**src/pia_ctl_pkg.sv**
```systemverilog
// Purpose: Shared constants and types for the control-line and interrupt-flag logic.
// Assumes: APB slave with 32-bit data, one 40 MHz clock, synchronous active-low reset.
// Notes: Register offsets are byte addresses of aligned words.
//
// How it works
// - Port A line 1 edge sets flag bit 7.
// - Control bit 1 picks falling or rising edge.
// - Falling is high-to-low, rising is low-to-high.
// - Bit 7 with bit 0 pulls request low.
// - Bit 7 sets regardless of enable bit.
// - Bit 5 zero: line 2 input sets bit 6.
// - Bit 4 picks edge, bit 3 enables request.
// - Bit 6 sets regardless of enable bits.
// - Bit 5 one: line 2 is an output.
// - Port A pulse mode strobes on data read.
// - Port A handshake drives line 2 low on read.
// - Manual mode: line 2 follows bit 3.
// - Port B line 1 sets its bit 7.
// - Port B line 2 inputs behave like port A.
// - Port B pulse strobes on data write.
// - Port B handshake keyed to data writes.
// - Strobe holds line 2 low one cycle.
// - Port A handshake: line 1 edge drives high.
// - Port B handshake: write low, edge high.
// - Data register read clears both flags.

package pia_ctl_pkg;

  // ----------------------------------------------------------------
  // Register map
  // ----------------------------------------------------------------
  localparam logic [7:0] OFF_CTRL_A = 8'h00;
  localparam logic [7:0] OFF_CTRL_B = 8'h04;
  localparam logic [7:0] OFF_DATA_A = 8'h08;
  localparam logic [7:0] OFF_DATA_B = 8'h0c;
  localparam logic [7:0] OFF_LINES = 8'h10;

  // ----------------------------------------------------------------
  // Control register fields
  // ----------------------------------------------------------------
  localparam int unsigned B_IRQ1_EN = 0;
  localparam int unsigned B_EDGE1_RISE = 1;
  localparam int unsigned B_L2_LVL_EN = 3;
  localparam int unsigned B_L2_MODE4 = 4;
  localparam int unsigned B_L2_OUT = 5;
  localparam int unsigned B_FLAG2 = 6;
  localparam int unsigned B_FLAG1 = 7;
  localparam logic [7:0] CTRL_RESET = 8'h00;
  localparam logic [7:0] CTRL_WMASK = 8'h3f;
  localparam logic [7:0] LATCH_RESET = 8'h00;

  // ----------------------------------------------------------------
  // Types
  // ----------------------------------------------------------------
  typedef enum logic [1:0] {
    ST_IDLE = 2'b01,
    ST_DONE = 2'b10
  } apb_st_t;

  typedef enum logic [3:0] {
    L2_INPUT = 4'b0001,
    L2_HANDSHAKE = 4'b0010,
    L2_PULSE = 4'b0100,
    L2_MANUAL = 4'b1000
  } l2_mode_t;

endpackage

```
**src/pia_control_line_logic.sv**
```systemverilog
// Purpose: Control lines, interrupt flags and request lines of two ports.
// Assumes: APB slave, one wait-free access phase; 40 MHz clock.
// Notes: Index 0 is port A, index 1 is port B.

module pia_control_line_logic (
  // Clock and reset
  input wire logic I_CLK,
  input wire logic I_NRST,
  // APB slave
  input wire logic I_PSEL,
  input wire logic I_PENABLE,
  input wire logic I_PWRITE,
  input wire logic [7:0] I_PADDR,
  input wire logic [31:0] I_PWDATA,
  output logic [31:0] O_PRDATA,
  output logic O_PREADY,
  output logic O_PSLVERR,
  // Port A control lines
  input wire logic I_PORT_A_EDGE_INPUT,
  input wire logic I_PORT_A_DUAL_LINE,
  output logic O_PORT_A_DUAL_LINE,
  output logic O_PORT_A_DUAL_LINE_OE,
  output logic O_PORT_A_IRQ_N,
  output logic O_PORT_A_IRQ_OE,
  // Port B control lines
  input wire logic I_PORT_B_EDGE_INPUT,
  input wire logic I_PORT_B_DUAL_LINE,
  output logic O_PORT_B_DUAL_LINE,
  output logic O_PORT_B_DUAL_LINE_OE,
  output logic O_PORT_B_IRQ_N,
  output logic O_PORT_B_IRQ_OE,
  // Output latches
  output logic [7:0] O_PORT_A_OUTPUT_LATCH,
  output logic [7:0] O_PORT_B_OUTPUT_LATCH
);

  // ----------------------------------------------------------------
  // Decoding functions
  // ----------------------------------------------------------------
  function automatic pia_ctl_pkg::l2_mode_t l2_mode(input logic [7:0] ctrl);
    pia_ctl_pkg::l2_mode_t m;
    m = pia_ctl_pkg::L2_INPUT;
    if (ctrl[pia_ctl_pkg::B_L2_OUT]) begin
      if (ctrl[pia_ctl_pkg::B_L2_MODE4]) begin
        m = pia_ctl_pkg::L2_MANUAL;
      end else if (ctrl[pia_ctl_pkg::B_L2_LVL_EN]) begin
        m = pia_ctl_pkg::L2_PULSE;
      end else begin
        m = pia_ctl_pkg::L2_HANDSHAKE;
      end
    end
    return m;
  endfunction

  function automatic logic [4:0] reg_hit(input logic [7:0] addr);
    logic [4:0] h;
    h = 5'h00;
    case (addr)
      pia_ctl_pkg::OFF_CTRL_A: h = 5'h01;
      pia_ctl_pkg::OFF_CTRL_B: h = 5'h02;
      pia_ctl_pkg::OFF_DATA_A: h = 5'h04;
      pia_ctl_pkg::OFF_DATA_B: h = 5'h08;
      pia_ctl_pkg::OFF_LINES: h = 5'h10;
      default: h = 5'h00;
    endcase
    return h;
  endfunction

  // ----------------------------------------------------------------
  // Line sampling
  // ----------------------------------------------------------------
  logic [1:0] l1_in;
  logic [1:0] l2_in;
  logic [1:0] l1_lvl;
  logic [1:0] l1_rise;
  logic [1:0] l1_fall;
  logic [1:0] l2_lvl;
  logic [1:0] l2_rise;
  logic [1:0] l2_fall;

  assign l1_in = {I_PORT_B_EDGE_INPUT, I_PORT_A_EDGE_INPUT};
  assign l2_in = {I_PORT_B_DUAL_LINE, I_PORT_A_DUAL_LINE};

  // ----------------------------------------------------------------
  // APB slave
  // ----------------------------------------------------------------
  pia_ctl_pkg::apb_st_t st_q;
  pia_ctl_pkg::apb_st_t st_d;
  logic pready_q;
  logic pready_d;
  logic pslverr_q;
  logic pslverr_d;
  logic [31:0] prdata_q;
  logic [31:0] prdata_d;
  logic [7:0] latch_q [2];
  logic [7:0] latch_d [2];
  logic [4:0] hit;
  logic done;
  logic [1:0] wr_ctrl;
  logic [1:0] rd_data;
  logic [1:0] trigger;
  logic [7:0] ctrl_q [2];
  logic flag1_q [2];
  logic flag2_q [2];
  logic [1:0] dual_q;
  logic [1:0] dual_oe_q;
  logic [1:0] irq_n_q;
  logic [1:0] irq_oe_q;

  assign hit = reg_hit(I_PADDR);
  assign done = (st_q == pia_ctl_pkg::ST_DONE) & I_PSEL & I_PENABLE;
  assign wr_ctrl = {2{done & I_PWRITE}} & hit[1:0];
  assign rd_data = {2{done & ~I_PWRITE}} & hit[3:2];
  // Port A line 2 reacts to data reads, port B line 2 to data writes.
  assign trigger = {done & I_PWRITE & hit[3], rd_data[0]};

  always_comb begin
    st_d = st_q;
    pready_d = 1'b0;
    pslverr_d = 1'b0;
    prdata_d = prdata_q;
    latch_d[0] = latch_q[0];
    latch_d[1] = latch_q[1];
    case (st_q)
      pia_ctl_pkg::ST_IDLE: begin
        if (I_PSEL && !I_PENABLE) begin
          st_d = pia_ctl_pkg::ST_DONE;
          pready_d = 1'b1;
          pslverr_d = (hit == 5'h00);
          prdata_d = 32'h0000_0000;
          if (!I_PWRITE) begin
            case (hit)
              5'h01: prdata_d[7:0] = {flag1_q[0], flag2_q[0], ctrl_q[0][5:0]};
              5'h02: prdata_d[7:0] = {flag1_q[1], flag2_q[1], ctrl_q[1][5:0]};
              5'h04: prdata_d[7:0] = latch_q[0];
              5'h08: prdata_d[7:0] = latch_q[1];
              5'h10: prdata_d[7:0] = {l1_lvl, l2_lvl, dual_q, irq_n_q};
              default: prdata_d[7:0] = 8'h00;
            endcase
          end
        end
      end
      pia_ctl_pkg::ST_DONE: begin
        if (done) begin
          st_d = pia_ctl_pkg::ST_IDLE;
          if (I_PWRITE && hit[2]) begin
            latch_d[0] = I_PWDATA[7:0];
          end
          if (I_PWRITE && hit[3]) begin
            latch_d[1] = I_PWDATA[7:0];
          end
        end else begin
          pready_d = pready_q;
          pslverr_d = pslverr_q;
        end
      end
      default: begin
        st_d = pia_ctl_pkg::ST_IDLE;
      end
    endcase
  end

  always_ff @(posedge I_CLK) begin
    if (!I_NRST) begin
      st_q <= pia_ctl_pkg::ST_IDLE;
      pready_q <= 1'b0;
      pslverr_q <= 1'b0;
      prdata_q <= 32'h0000_0000;
      latch_q[0] <= pia_ctl_pkg::LATCH_RESET;
      latch_q[1] <= pia_ctl_pkg::LATCH_RESET;
    end else begin
      st_q <= st_d;
      pready_q <= pready_d;
      pslverr_q <= pslverr_d;
      prdata_q <= prdata_d;
      latch_q[0] <= latch_d[0];
      latch_q[1] <= latch_d[1];
    end
  end

  // ----------------------------------------------------------------
  // Per-port control line logic
  // ----------------------------------------------------------------
  for (genvar p = 0; p < 2; p++) begin : g_port
    logic [7:0] ctrl_d;
    logic flag1_d;
    logic flag2_d;
    logic hs_q;
    logic hs_d;
    logic strobe_d;
    logic e1;
    logic e2;
    logic dual_d;
    logic dual_oe_d;
    logic irq_n_d;
    logic irq_oe_d;
    pia_ctl_pkg::l2_mode_t mode_q;
    pia_ctl_pkg::l2_mode_t mode_d;

    pia_line_sampler u_l1 (
      .i_clk(I_CLK),
      .i_nrst(I_NRST),
      .i_line(l1_in[p]),
      .o_level(l1_lvl[p]),
      .o_rise(l1_rise[p]),
      .o_fall(l1_fall[p])
    );

    pia_line_sampler u_l2 (
      .i_clk(I_CLK),
      .i_nrst(I_NRST),
      .i_line(l2_in[p]),
      .o_level(l2_lvl[p]),
      .o_rise(l2_rise[p]),
      .o_fall(l2_fall[p])
    );

    assign mode_q = l2_mode(ctrl_q[p]);
    assign mode_d = l2_mode(ctrl_d);
    assign e1 = ctrl_q[p][pia_ctl_pkg::B_EDGE1_RISE] ? l1_rise[p] : l1_fall[p];
    assign e2 = ctrl_q[p][pia_ctl_pkg::B_L2_MODE4] ? l2_rise[p] : l2_fall[p];

    always_comb begin
      ctrl_d = ctrl_q[p];
      if (wr_ctrl[p]) begin
        ctrl_d = I_PWDATA[7:0] & pia_ctl_pkg::CTRL_WMASK;
      end
      // Flags set on edges whatever the enables; a set beats a clearing read.
      flag1_d = (flag1_q[p] & ~rd_data[p]) | e1;
      flag2_d = (flag2_q[p] & ~rd_data[p]) | (e2 & (mode_q == pia_ctl_pkg::L2_INPUT));
      hs_d = 1'b1;
      if (mode_q == pia_ctl_pkg::L2_HANDSHAKE) begin
        hs_d = hs_q;
        if (trigger[p]) begin
          hs_d = 1'b0;
        end
        if (e1) begin
          hs_d = 1'b1;
        end
      end
      strobe_d = trigger[p] & (mode_q == pia_ctl_pkg::L2_PULSE);
      dual_oe_d = ctrl_d[pia_ctl_pkg::B_L2_OUT];
      case (mode_d)
        pia_ctl_pkg::L2_HANDSHAKE: dual_d = hs_d;
        pia_ctl_pkg::L2_PULSE: dual_d = ~strobe_d;
        pia_ctl_pkg::L2_MANUAL: dual_d = ctrl_d[pia_ctl_pkg::B_L2_LVL_EN];
        default: dual_d = 1'b1;
      endcase
      irq_n_d = ~((flag1_d & ctrl_d[pia_ctl_pkg::B_IRQ1_EN])
        | (flag2_d & ctrl_d[pia_ctl_pkg::B_L2_LVL_EN] & ~ctrl_d[pia_ctl_pkg::B_L2_OUT]));
      irq_oe_d = ~irq_n_d;
    end

    always_ff @(posedge I_CLK) begin
      if (!I_NRST) begin
        ctrl_q[p] <= pia_ctl_pkg::CTRL_RESET;
        flag1_q[p] <= 1'b0;
        flag2_q[p] <= 1'b0;
        hs_q <= 1'b1;
        dual_q[p] <= 1'b1;
        dual_oe_q[p] <= 1'b0;
        irq_n_q[p] <= 1'b1;
        irq_oe_q[p] <= 1'b0;
      end else begin
        ctrl_q[p] <= ctrl_d;
        flag1_q[p] <= flag1_d;
        flag2_q[p] <= flag2_d;
        hs_q <= hs_d;
        dual_q[p] <= dual_d;
        dual_oe_q[p] <= dual_oe_d;
        irq_n_q[p] <= irq_n_d;
        irq_oe_q[p] <= irq_oe_d;
      end
    end
  end

  // ----------------------------------------------------------------
  // Outputs
  // ----------------------------------------------------------------
  assign O_PRDATA = prdata_q;
  assign O_PREADY = pready_q;
  assign O_PSLVERR = pslverr_q;
  assign O_PORT_A_DUAL_LINE = dual_q[0];
  assign O_PORT_A_DUAL_LINE_OE = dual_oe_q[0];
  assign O_PORT_A_IRQ_N = irq_n_q[0];
  assign O_PORT_A_IRQ_OE = irq_oe_q[0];
  assign O_PORT_B_DUAL_LINE = dual_q[1];
  assign O_PORT_B_DUAL_LINE_OE = dual_oe_q[1];
  assign O_PORT_B_IRQ_N = irq_n_q[1];
  assign O_PORT_B_IRQ_OE = irq_oe_q[1];
  assign O_PORT_A_OUTPUT_LATCH = latch_q[0];
  assign O_PORT_B_OUTPUT_LATCH = latch_q[1];

endmodule // pia_control_line_logic

```
**src/pia_line_sampler.sv**
```systemverilog
// Purpose: Two-flop synchroniser and edge detector for one control line.
// Assumes: Line is asynchronous to I_CLK.
// Notes: Edges come from the second and third samples only.

module pia_line_sampler (
  // Clock and reset
  input wire logic i_clk,
  input wire logic i_nrst,
  // Line
  input wire logic i_line,
  output logic o_level,
  output logic o_rise,
  output logic o_fall
);

  logic meta_q;
  logic meta_d;
  logic sync_q;
  logic sync_d;
  logic prev_q;
  logic prev_d;

  // ----------------------------------------------------------------
  // Sampling
  // ----------------------------------------------------------------
  always_comb begin
    meta_d = i_line;
    sync_d = meta_q;
    prev_d = sync_q;
  end

  always_ff @(posedge i_clk) begin
    if (!i_nrst) begin
      meta_q <= 1'b1;
      sync_q <= 1'b1;
      prev_q <= 1'b1;
    end else begin
      meta_q <= meta_d;
      sync_q <= sync_d;
      prev_q <= prev_d;
    end
  end

  assign o_level = sync_q;
  assign o_rise = sync_q & ~prev_q;
  assign o_fall = ~sync_q & prev_q;

endmodule // pia_line_sampler

```
**config.mk**
```make
export PLATFORM = sky130hd
export DESIGN_NAME = pia_control_line_logic
export DESIGN_NICKNAME = d
export VERILOG_FILES = /design/src/pia_ctl_pkg.sv /design/src/pia_control_line_logic.sv /design/src/pia_line_sampler.sv
export SDC_FILE = /design/constraint.sdc
export NUM_CORES = 1
export LEC_CHECK = 0
export BUFFER_PORTS_ARGS = -buffer_cell sky130_fd_sc_hd__buf_2
export CORE_MARGIN = 2
export CORE_UTILIZATION = 31
export CTS_CLUSTER_DIAMETER = 80
export DETAILED_ROUTE_END_ITERATION = 8
export SETUP_SLACK_MARGIN = 0.05
export SYNTH_ARGS = -nofsm -noshare
export SYNTH_HDL_FRONTEND = slang
export SYNTH_HIERARCHICAL = 1
export SYNTH_SLANG_ARGS = --single-unit
```
**constraint.sdc**
```tcl
create_clock -name I_CLK -period 2.4 [get_ports I_CLK]
set_clock_uncertainty 0.05 [all_clocks]
set_input_delay 0 -clock I_CLK [delete_from_list [all_inputs] [get_ports I_CLK]]
set_output_delay 0 -clock I_CLK [all_outputs]
set_load 0.02 [all_outputs]
```
==> flow_summary.json, run 1 <==
{
  "synth.most_common_cell": "dfxtp_1",
  "finalSetupTns_ps": 0,
  "worst-setup-path-type": "flip-flop to flip-flop",
  "yosys-top-cells-area": "dfxtp_1, mux2i_1, buf_4",
  "setup_viol": 0,
  "setup_ws_ps": 272,
  "htree_levels": 3,
  "cts_buffer_depth": 2,
  "timing.rr.end": "O_PORT_B_IRQ_OE",
  "synth_top_area_cell": "dfxtp_1",
  "hold_end": "O_PREADY",
  "io_pins": 107,
  "synthCells": 325,
  "synth_area_sq_um": 2920,
  "max_freq_ghz": 0.470,
  "end_kind": "flip-flop",
  "post_cts_resized": 0,
  "ant_nets": 0,
  "final_util_pct": 39.4,
  "placementRows": 35,
  "post_drt_via_cell_ratio": 4.92,
  "drive_above_1_share_pct": 24.3,
  "place_hpwl_mm": 5.76,
  "cap_viol_max_count": 0,
  "grt.overflow.total": 0,
  "io_buffers": 58,
  "clk_pin_slew_ps": 80,
  "finalHoldViolations": 0,
  "drtPass1Iterations": 4,
  "ir_worst_vdd_uv": 308,
  "syn2layout_area_growth_pct": 24.2,
  "reg2reg_from": "st_q[0]",
  "start_kind": "flip-flop",
  "worstSkewPairLatency_ps": 340,
  "clockRootBuffer": "clkbuf_8",
  "post_cts_buffers": 0,
  "post-route-period-util_pct": 88.7,
  "dieHeight_microns": 101,
  "arrival_ps": 2280,
  "dpl.cell_count": 491,
  "cts_tree": "yes",
  "min_period_ps": 2130,
  "reg2reg_slack_ps": 270,
  "grt_usage_pct": 15.9,
  "fill_cells": 965,
  "grt_pass1_vias": 2491,
  "syn_avg_cell_area_sq_um": 8.97,
  "fin_nets": 452,
  "worst-r2r-cell-count": 4,
  "route.vias.total": 2551,
  "cts_buffers": 9,
  "ys_seq_area_share_pct": 43.9,
  "ys_warn_count": 6,
  "worstHoldStart": "I_PENABLE",
  "die_area_sq_um": 10200,
  "worst-path-max-fanout": 7,
  "core_area_sq_um": 9200,
  "wl_per_cell_microns": 15.0,
  "synth_cell_type_count": 42,
  "whs_ps": 40.2,
  "finalWeightedCongestion": 0.833,
  "wl_mm": 7.78,
  "register_area_sq_um": 1280,
  "antenna_found_initial": 0,
  "async_flop_share_pct": 0,
  "n_antenna_cell": 0,
  "ys_ff_latch": 64,
  "cts_sinks": 64,
  "instances_no_fill": 519,
  "synth_common_cells": "dfxtp_1, nand2_1, a21oi_1, nor2_1, buf_4",
  "slew_violations": 0,
  "drt-initial-drc-count": 166,
  "die_w_microns": 101,
  "synthFlopType": "dfxtp_1",
  "hold_path_depth": 4,
  "max_slew_margin_pct": 51.7,
  "powerDensity_nw_per_um2": 634,
  "grt_pass1_wl_mm": 12.4,
  "leakage_uw": 0.00147,
  "pre_cts_ws_ps": 246,
  "initial_core_util_pct": 31.7,
  "worstHoldPathType": "primary input to flip-flop",
  "netlist.area_leader.share_pct": 43.9,
  "outcome": "finished, final reports clean",
  "multiInputGateArea_sq_um": 1460,
  "worst_slew_pin_slew_ps": 715,
  "rsz0062_at_grt": "no",
  "route.detailed.drc": 0,
  "grt_start_max_net_pins": 23,
  "cp.required_ps": 2560,
  "synth-edff-count": 0
}
==> metrics by stage <==
| stage | total power [uW] | cell area (sq um) |
|---|---|---|
| final | 2300 | 3620 |
| after global routing | 2400 | 3620 |
| after floorplan | 1240 | 3000 |
| after detailed placement | 1270 | 3280 |
| after CTS | 2320 | 3620 |
| after global placement | 1270 | 3280 |
==> per-layer routing <==
metal,global-route usage [%],up-vias,wire length (microns),share of wire (%)
li1,-,1242,-,-
met1,20.5,1207,3550,46
met2,25.9,93,3640,47
met3,4.44,9,510,6.6
met4,4.99,0,73,0.94
met5,0,-,0,0
==> report_power, final <==
part           switching [uW]  total [uW]  internal (uW)
registers                8.48        1080           1080
clock network             422        1030            612
logic                     115         179           64.5
total                     545        2300           1750
==> worst max-delay path: stages (launching register included) <==
cell and delay [ps]:
dfxtp_1 310, nand4b_1 350, or4_1 750, mux2i_1 360, o22ai_1 180
==> what timing repair did <==
action,CTS,global route
hold buffers,12,0
endpoints found under the setup margin,0,0
endpoints found under the hold margin,30,0
==> final cells by class <==
type	instances	area share [%]
clock buffers	11	3.90
multi-input cells	240	40.3
well taps	111	3.83
inverters	7	0.725
repair buffers	81	13.6
clock inverters	5	2.21
flip-flops and latches	64	35.4
==> sequential cells by signal, indices dropped and copies added (netlist names) <==
register,flops
O_PSLVERR,1
flag2_q,2
g_port.u_l2/o_level,2
g_port.u_l2/prev_q,2
O_PORT_A_DUAL_LINE_OE,1
O_PORT_B_IRQ_N,1
O_PRDATA,8
g_port.u_l1/o_level,2
O_PORT_A_DUAL_LINE,1
O_PORT_A_IRQ_N,1
g_port.hs_q,2
latch_q,16
O_PORT_B_DUAL_LINE_OE,1
O_PORT_B_DUAL_LINE,1
O_PORT_B_IRQ_OE,1
ctrl_q,10
g_port.u_l2/meta_q,2
g_port.u_l1/prev_q,2
st_q,2
O_PREADY,1
g_port.u_l1/meta_q,2
flag1_q,2
O_PORT_A_IRQ_OE,1
==> cells in the final DEF (no fill, tap or decap), types with 11 or more instances in the layout <==
cell	netlist	final
dfxtp_1	64	64
buf_2	2	58
nand2_1	40	40
nor2_1	26	26
a21oi_1	26	26
conb_1	1	24
mux2i_1	22	22
nand2b_1	15	15
nor2b_1	12	12
dlygate4sd3_1	0	12
buf_4	24	11
==> cell families (layout without fill, tap and decap cells) <==
family | count (synthesis) | count (layout) | share of synthesized area [%]
simple gates | 131 | 131 | 24.1
flops | 64 | 64 | 43.9
buf+inv | 44 | 104 | 9.10
mux | 25 | 25 | 8.84
other cells | 1 | 24 | 0.129
compound gates | 60 | 60 | 13.9
==> how the worst max path moves through the flow <==
stage	start	to	slack, ps	depth (start not counted)
after floorplan	I_PADDR[6]	O_PORT_A_DUAL_LINE	450	5
after global placement	I_PADDR[6]	O_PORT_A_DUAL_LINE	290	6
after detailed placement	I_PADDR[6]	O_PORT_A_DUAL_LINE	250	5
after CTS	st_q[0]	O_PORT_B_IRQ_OE	280	4
after global routing	st_q[0]	O_PORT_B_IRQ_OE	130	4
final	st_q[0]	O_PORT_B_IRQ_OE	270	4
No activity file was read; power rests on OpenSTA's default activity.
==> run 2: changes to the inputs <==
- CAP_MARGIN: unset -> 20
- clock period: 2.4 -> 2.41 ns (I/O delays scaled with it)
==> run 2 against run 1 <==
Against the previous run: sequential cell count is the same; non-clock buffer count stayed put; setup slack gained 20 ps; cell count did not move; global-route usage is essentially flat; critical path depth is 1 higher; sequential power hardly changed; count of clock-buffer cells in the layout rose by 2; combinational power barely moved.
==> flow_summary.json, run 2 (synthesis gave the netlist of run 1 again) <==
{
  "drt-initial-drc-count": 100,
  "grt_pass1_vias": 2456,
  "arrival_ps": 2290,
  "placementRows": 35,
  "end_kind": "flip-flop",
  "place_hpwl_mm": 5.74,
  "critPathMaxStageDelay_ps": 740,
  "worstSkewPairLatency_ps": 340,
  "reg2reg_slack_ps": 290,
  "regMostFlops": "latch_q",
  "cts_buffer_depth": 2,
  "max_freq_ghz": 0.472,
  "die_area_sq_um": 10200,
  "worst-setup-path-type": "flip-flop to flip-flop",
  "min_period_ps": 2120,
  "n_antenna_cell": 0,
  "cap_viol_max_count": 0,
  "place_area_sq_um": 3270,
  "post_cts_buffers": 0,
  "dieHeight_microns": 101,
  "instances_no_fill": 519,
  "final_cell_mix": "dfxtp_1, buf_2, nand2_1, nor2_1, a21oi_1",
  "wl_mm": 7.65,
  "ir_worst_vdd_uv": 251,
  "worstHoldStart": "I_PSEL",
  "worst-path-max-fanout": 7,
  "whs_ps": 44.6,
  "largest_reg_flops": 16,
  "fin_nets": 452,
  "powerDensity_nw_per_um2": 608,
  "io_buffers": 58,
  "clk_pin_slew_ps": 70,
  "syn2layout_area_growth_pct": 23.6,
  "wl_per_cell_microns": 14.7,
  "outcome": "finished, final reports clean",
  "worst-r2r-cell-count": 5,
  "worstHoldPathType": "primary input to flip-flop",
  "drive_above_1_share_pct": 23.8,
  "setup_viol": 0,
  "clockRootBuffer": "clkbuf_8",
  "dpl.cell_count": 490,
  "cp_slowest_cell": "or4_1",
  "stdcell_area_sq_um": 3600,
  "path_cells": "nand4b_1 > or4_1 > mux2_4 > o31ai_1 > o211ai_1",
  "finalHoldViolations": 0,
  "final_common_cell": "dfxtp_1",
  "cts_tree": "yes",
  "hold_end": "O_PREADY",
  "htree_levels": 3,
  "ant_nets": 0,
  "slew_violations": 0,
  "die_w_microns": 101,
  "drtPass1Iterations": 4,
  "grt_usage_pct": 15.9,
  "cts_buffers": 9,
  "worst_slew_pin_slew_ps": 695,
  "finalSetupTns_ps": 0,
  "grt_pass1_wl_mm": 12.3,
  "reg2reg_from": "st_q[0]",
  "route.detailed.drc": 0,
  "post-route-period-util_pct": 87.9,
  "cp.required_ps": 2580,
  "core_area_sq_um": 9200,
  "io_pins": 107,
  "route.vias.total": 2529,
  "post_drt_via_cell_ratio": 4.87,
  "grt_start_max_net_pins": 23,
  "timing.rr.end": "O_PORT_A_DUAL_LINE",
  "hold_path_depth": 4,
  "antenna_found_initial": 0,
  "start_kind": "flip-flop",
  "finalWeightedCongestion": 0.836,
  "cts_sinks": 64,
  "grt.overflow.total": 0,
  "rsz0062_at_grt": "no",
  "initial_core_util_pct": 31.7,
  "crit_start": "st_q[0]",
  "leakage_uw": 0.00147,
  "fill_cells": 957,
  "max_slew_margin_pct": 53.6
}
-- run 2: per-stage QoR --
stage / setup WS (ps) / utilization (%) / total power (uW)
final: 292 / 39.2 / 2190
after global placement: 293 / 35.6 / 1260
after detailed placement: 268 / 35.6 / 1270
after floorplan: 465 / - / 1230
after CTS: 307 / 39.2 / 2210
after global routing: 137 / 39.2 / 2280
-- run 2: how the worst max path moves through the flow --
stage / slack [ps] / endpoint
after floorplan: 460 / O_PORT_A_DUAL_LINE
after global placement: 290 / O_PORT_A_DUAL_LINE
after detailed placement: 270 / O_PORT_A_DUAL_LINE
after CTS: 310 / O_PORT_A_DUAL_LINE
after global routing: 140 / O_PORT_A_IRQ_OE
final: 290 / O_PORT_A_DUAL_LINE
-- run 2: layout make-up --
| cell class | count | area (sq um) | area share, % |
|---|---|---|---|
| Clock buffer | 13 | 159 | 4.41 |
| Clock inverter | 3 | 40.0 | 1.11 |
| Inverter | 7 | 26.3 | 0.729 |
| Multi-Input combinational cell | 240 | 1460 | 40.6 |
| Sequential cell | 64 | 1280 | 35.6 |
| Tap cell | 111 | 139 | 3.86 |
| Timing Repair Buffer | 81 | 495 | 13.8 |
-- run 2: report_power, final --
group / internal (uW) / leakage [uW] / switching (uW)
sequential: 1070 / 0.000519 / 8.37
clock: 532 / 0.000103 / 400
combinational: 64.3 / 0.000844 / 114
-- run 2: repair_timing --
item | CTS | global route
hold buffers | 13 | 0
resized for setup | 0 | 0
endpoints found under the setup margin | 0 | 0
hold endpoints to repair | 32 | 0
-- run 2: worst max-delay path, delay by kind of cell (launching register included) --
family | cells | cell delay (ps)
mux | 1 | 360
flops | 1 | 310
compound gates | 2 | 180
simple gates | 2 | 1090
-- run 2: metal layers --
metal / part of all wire (%) / track usage [%]
met4: 0.95 / 4.16
met3: 5.9 / 5.34
met5: 0 / 0
met1: 46 / 20.4
met2: 47 / 25.7
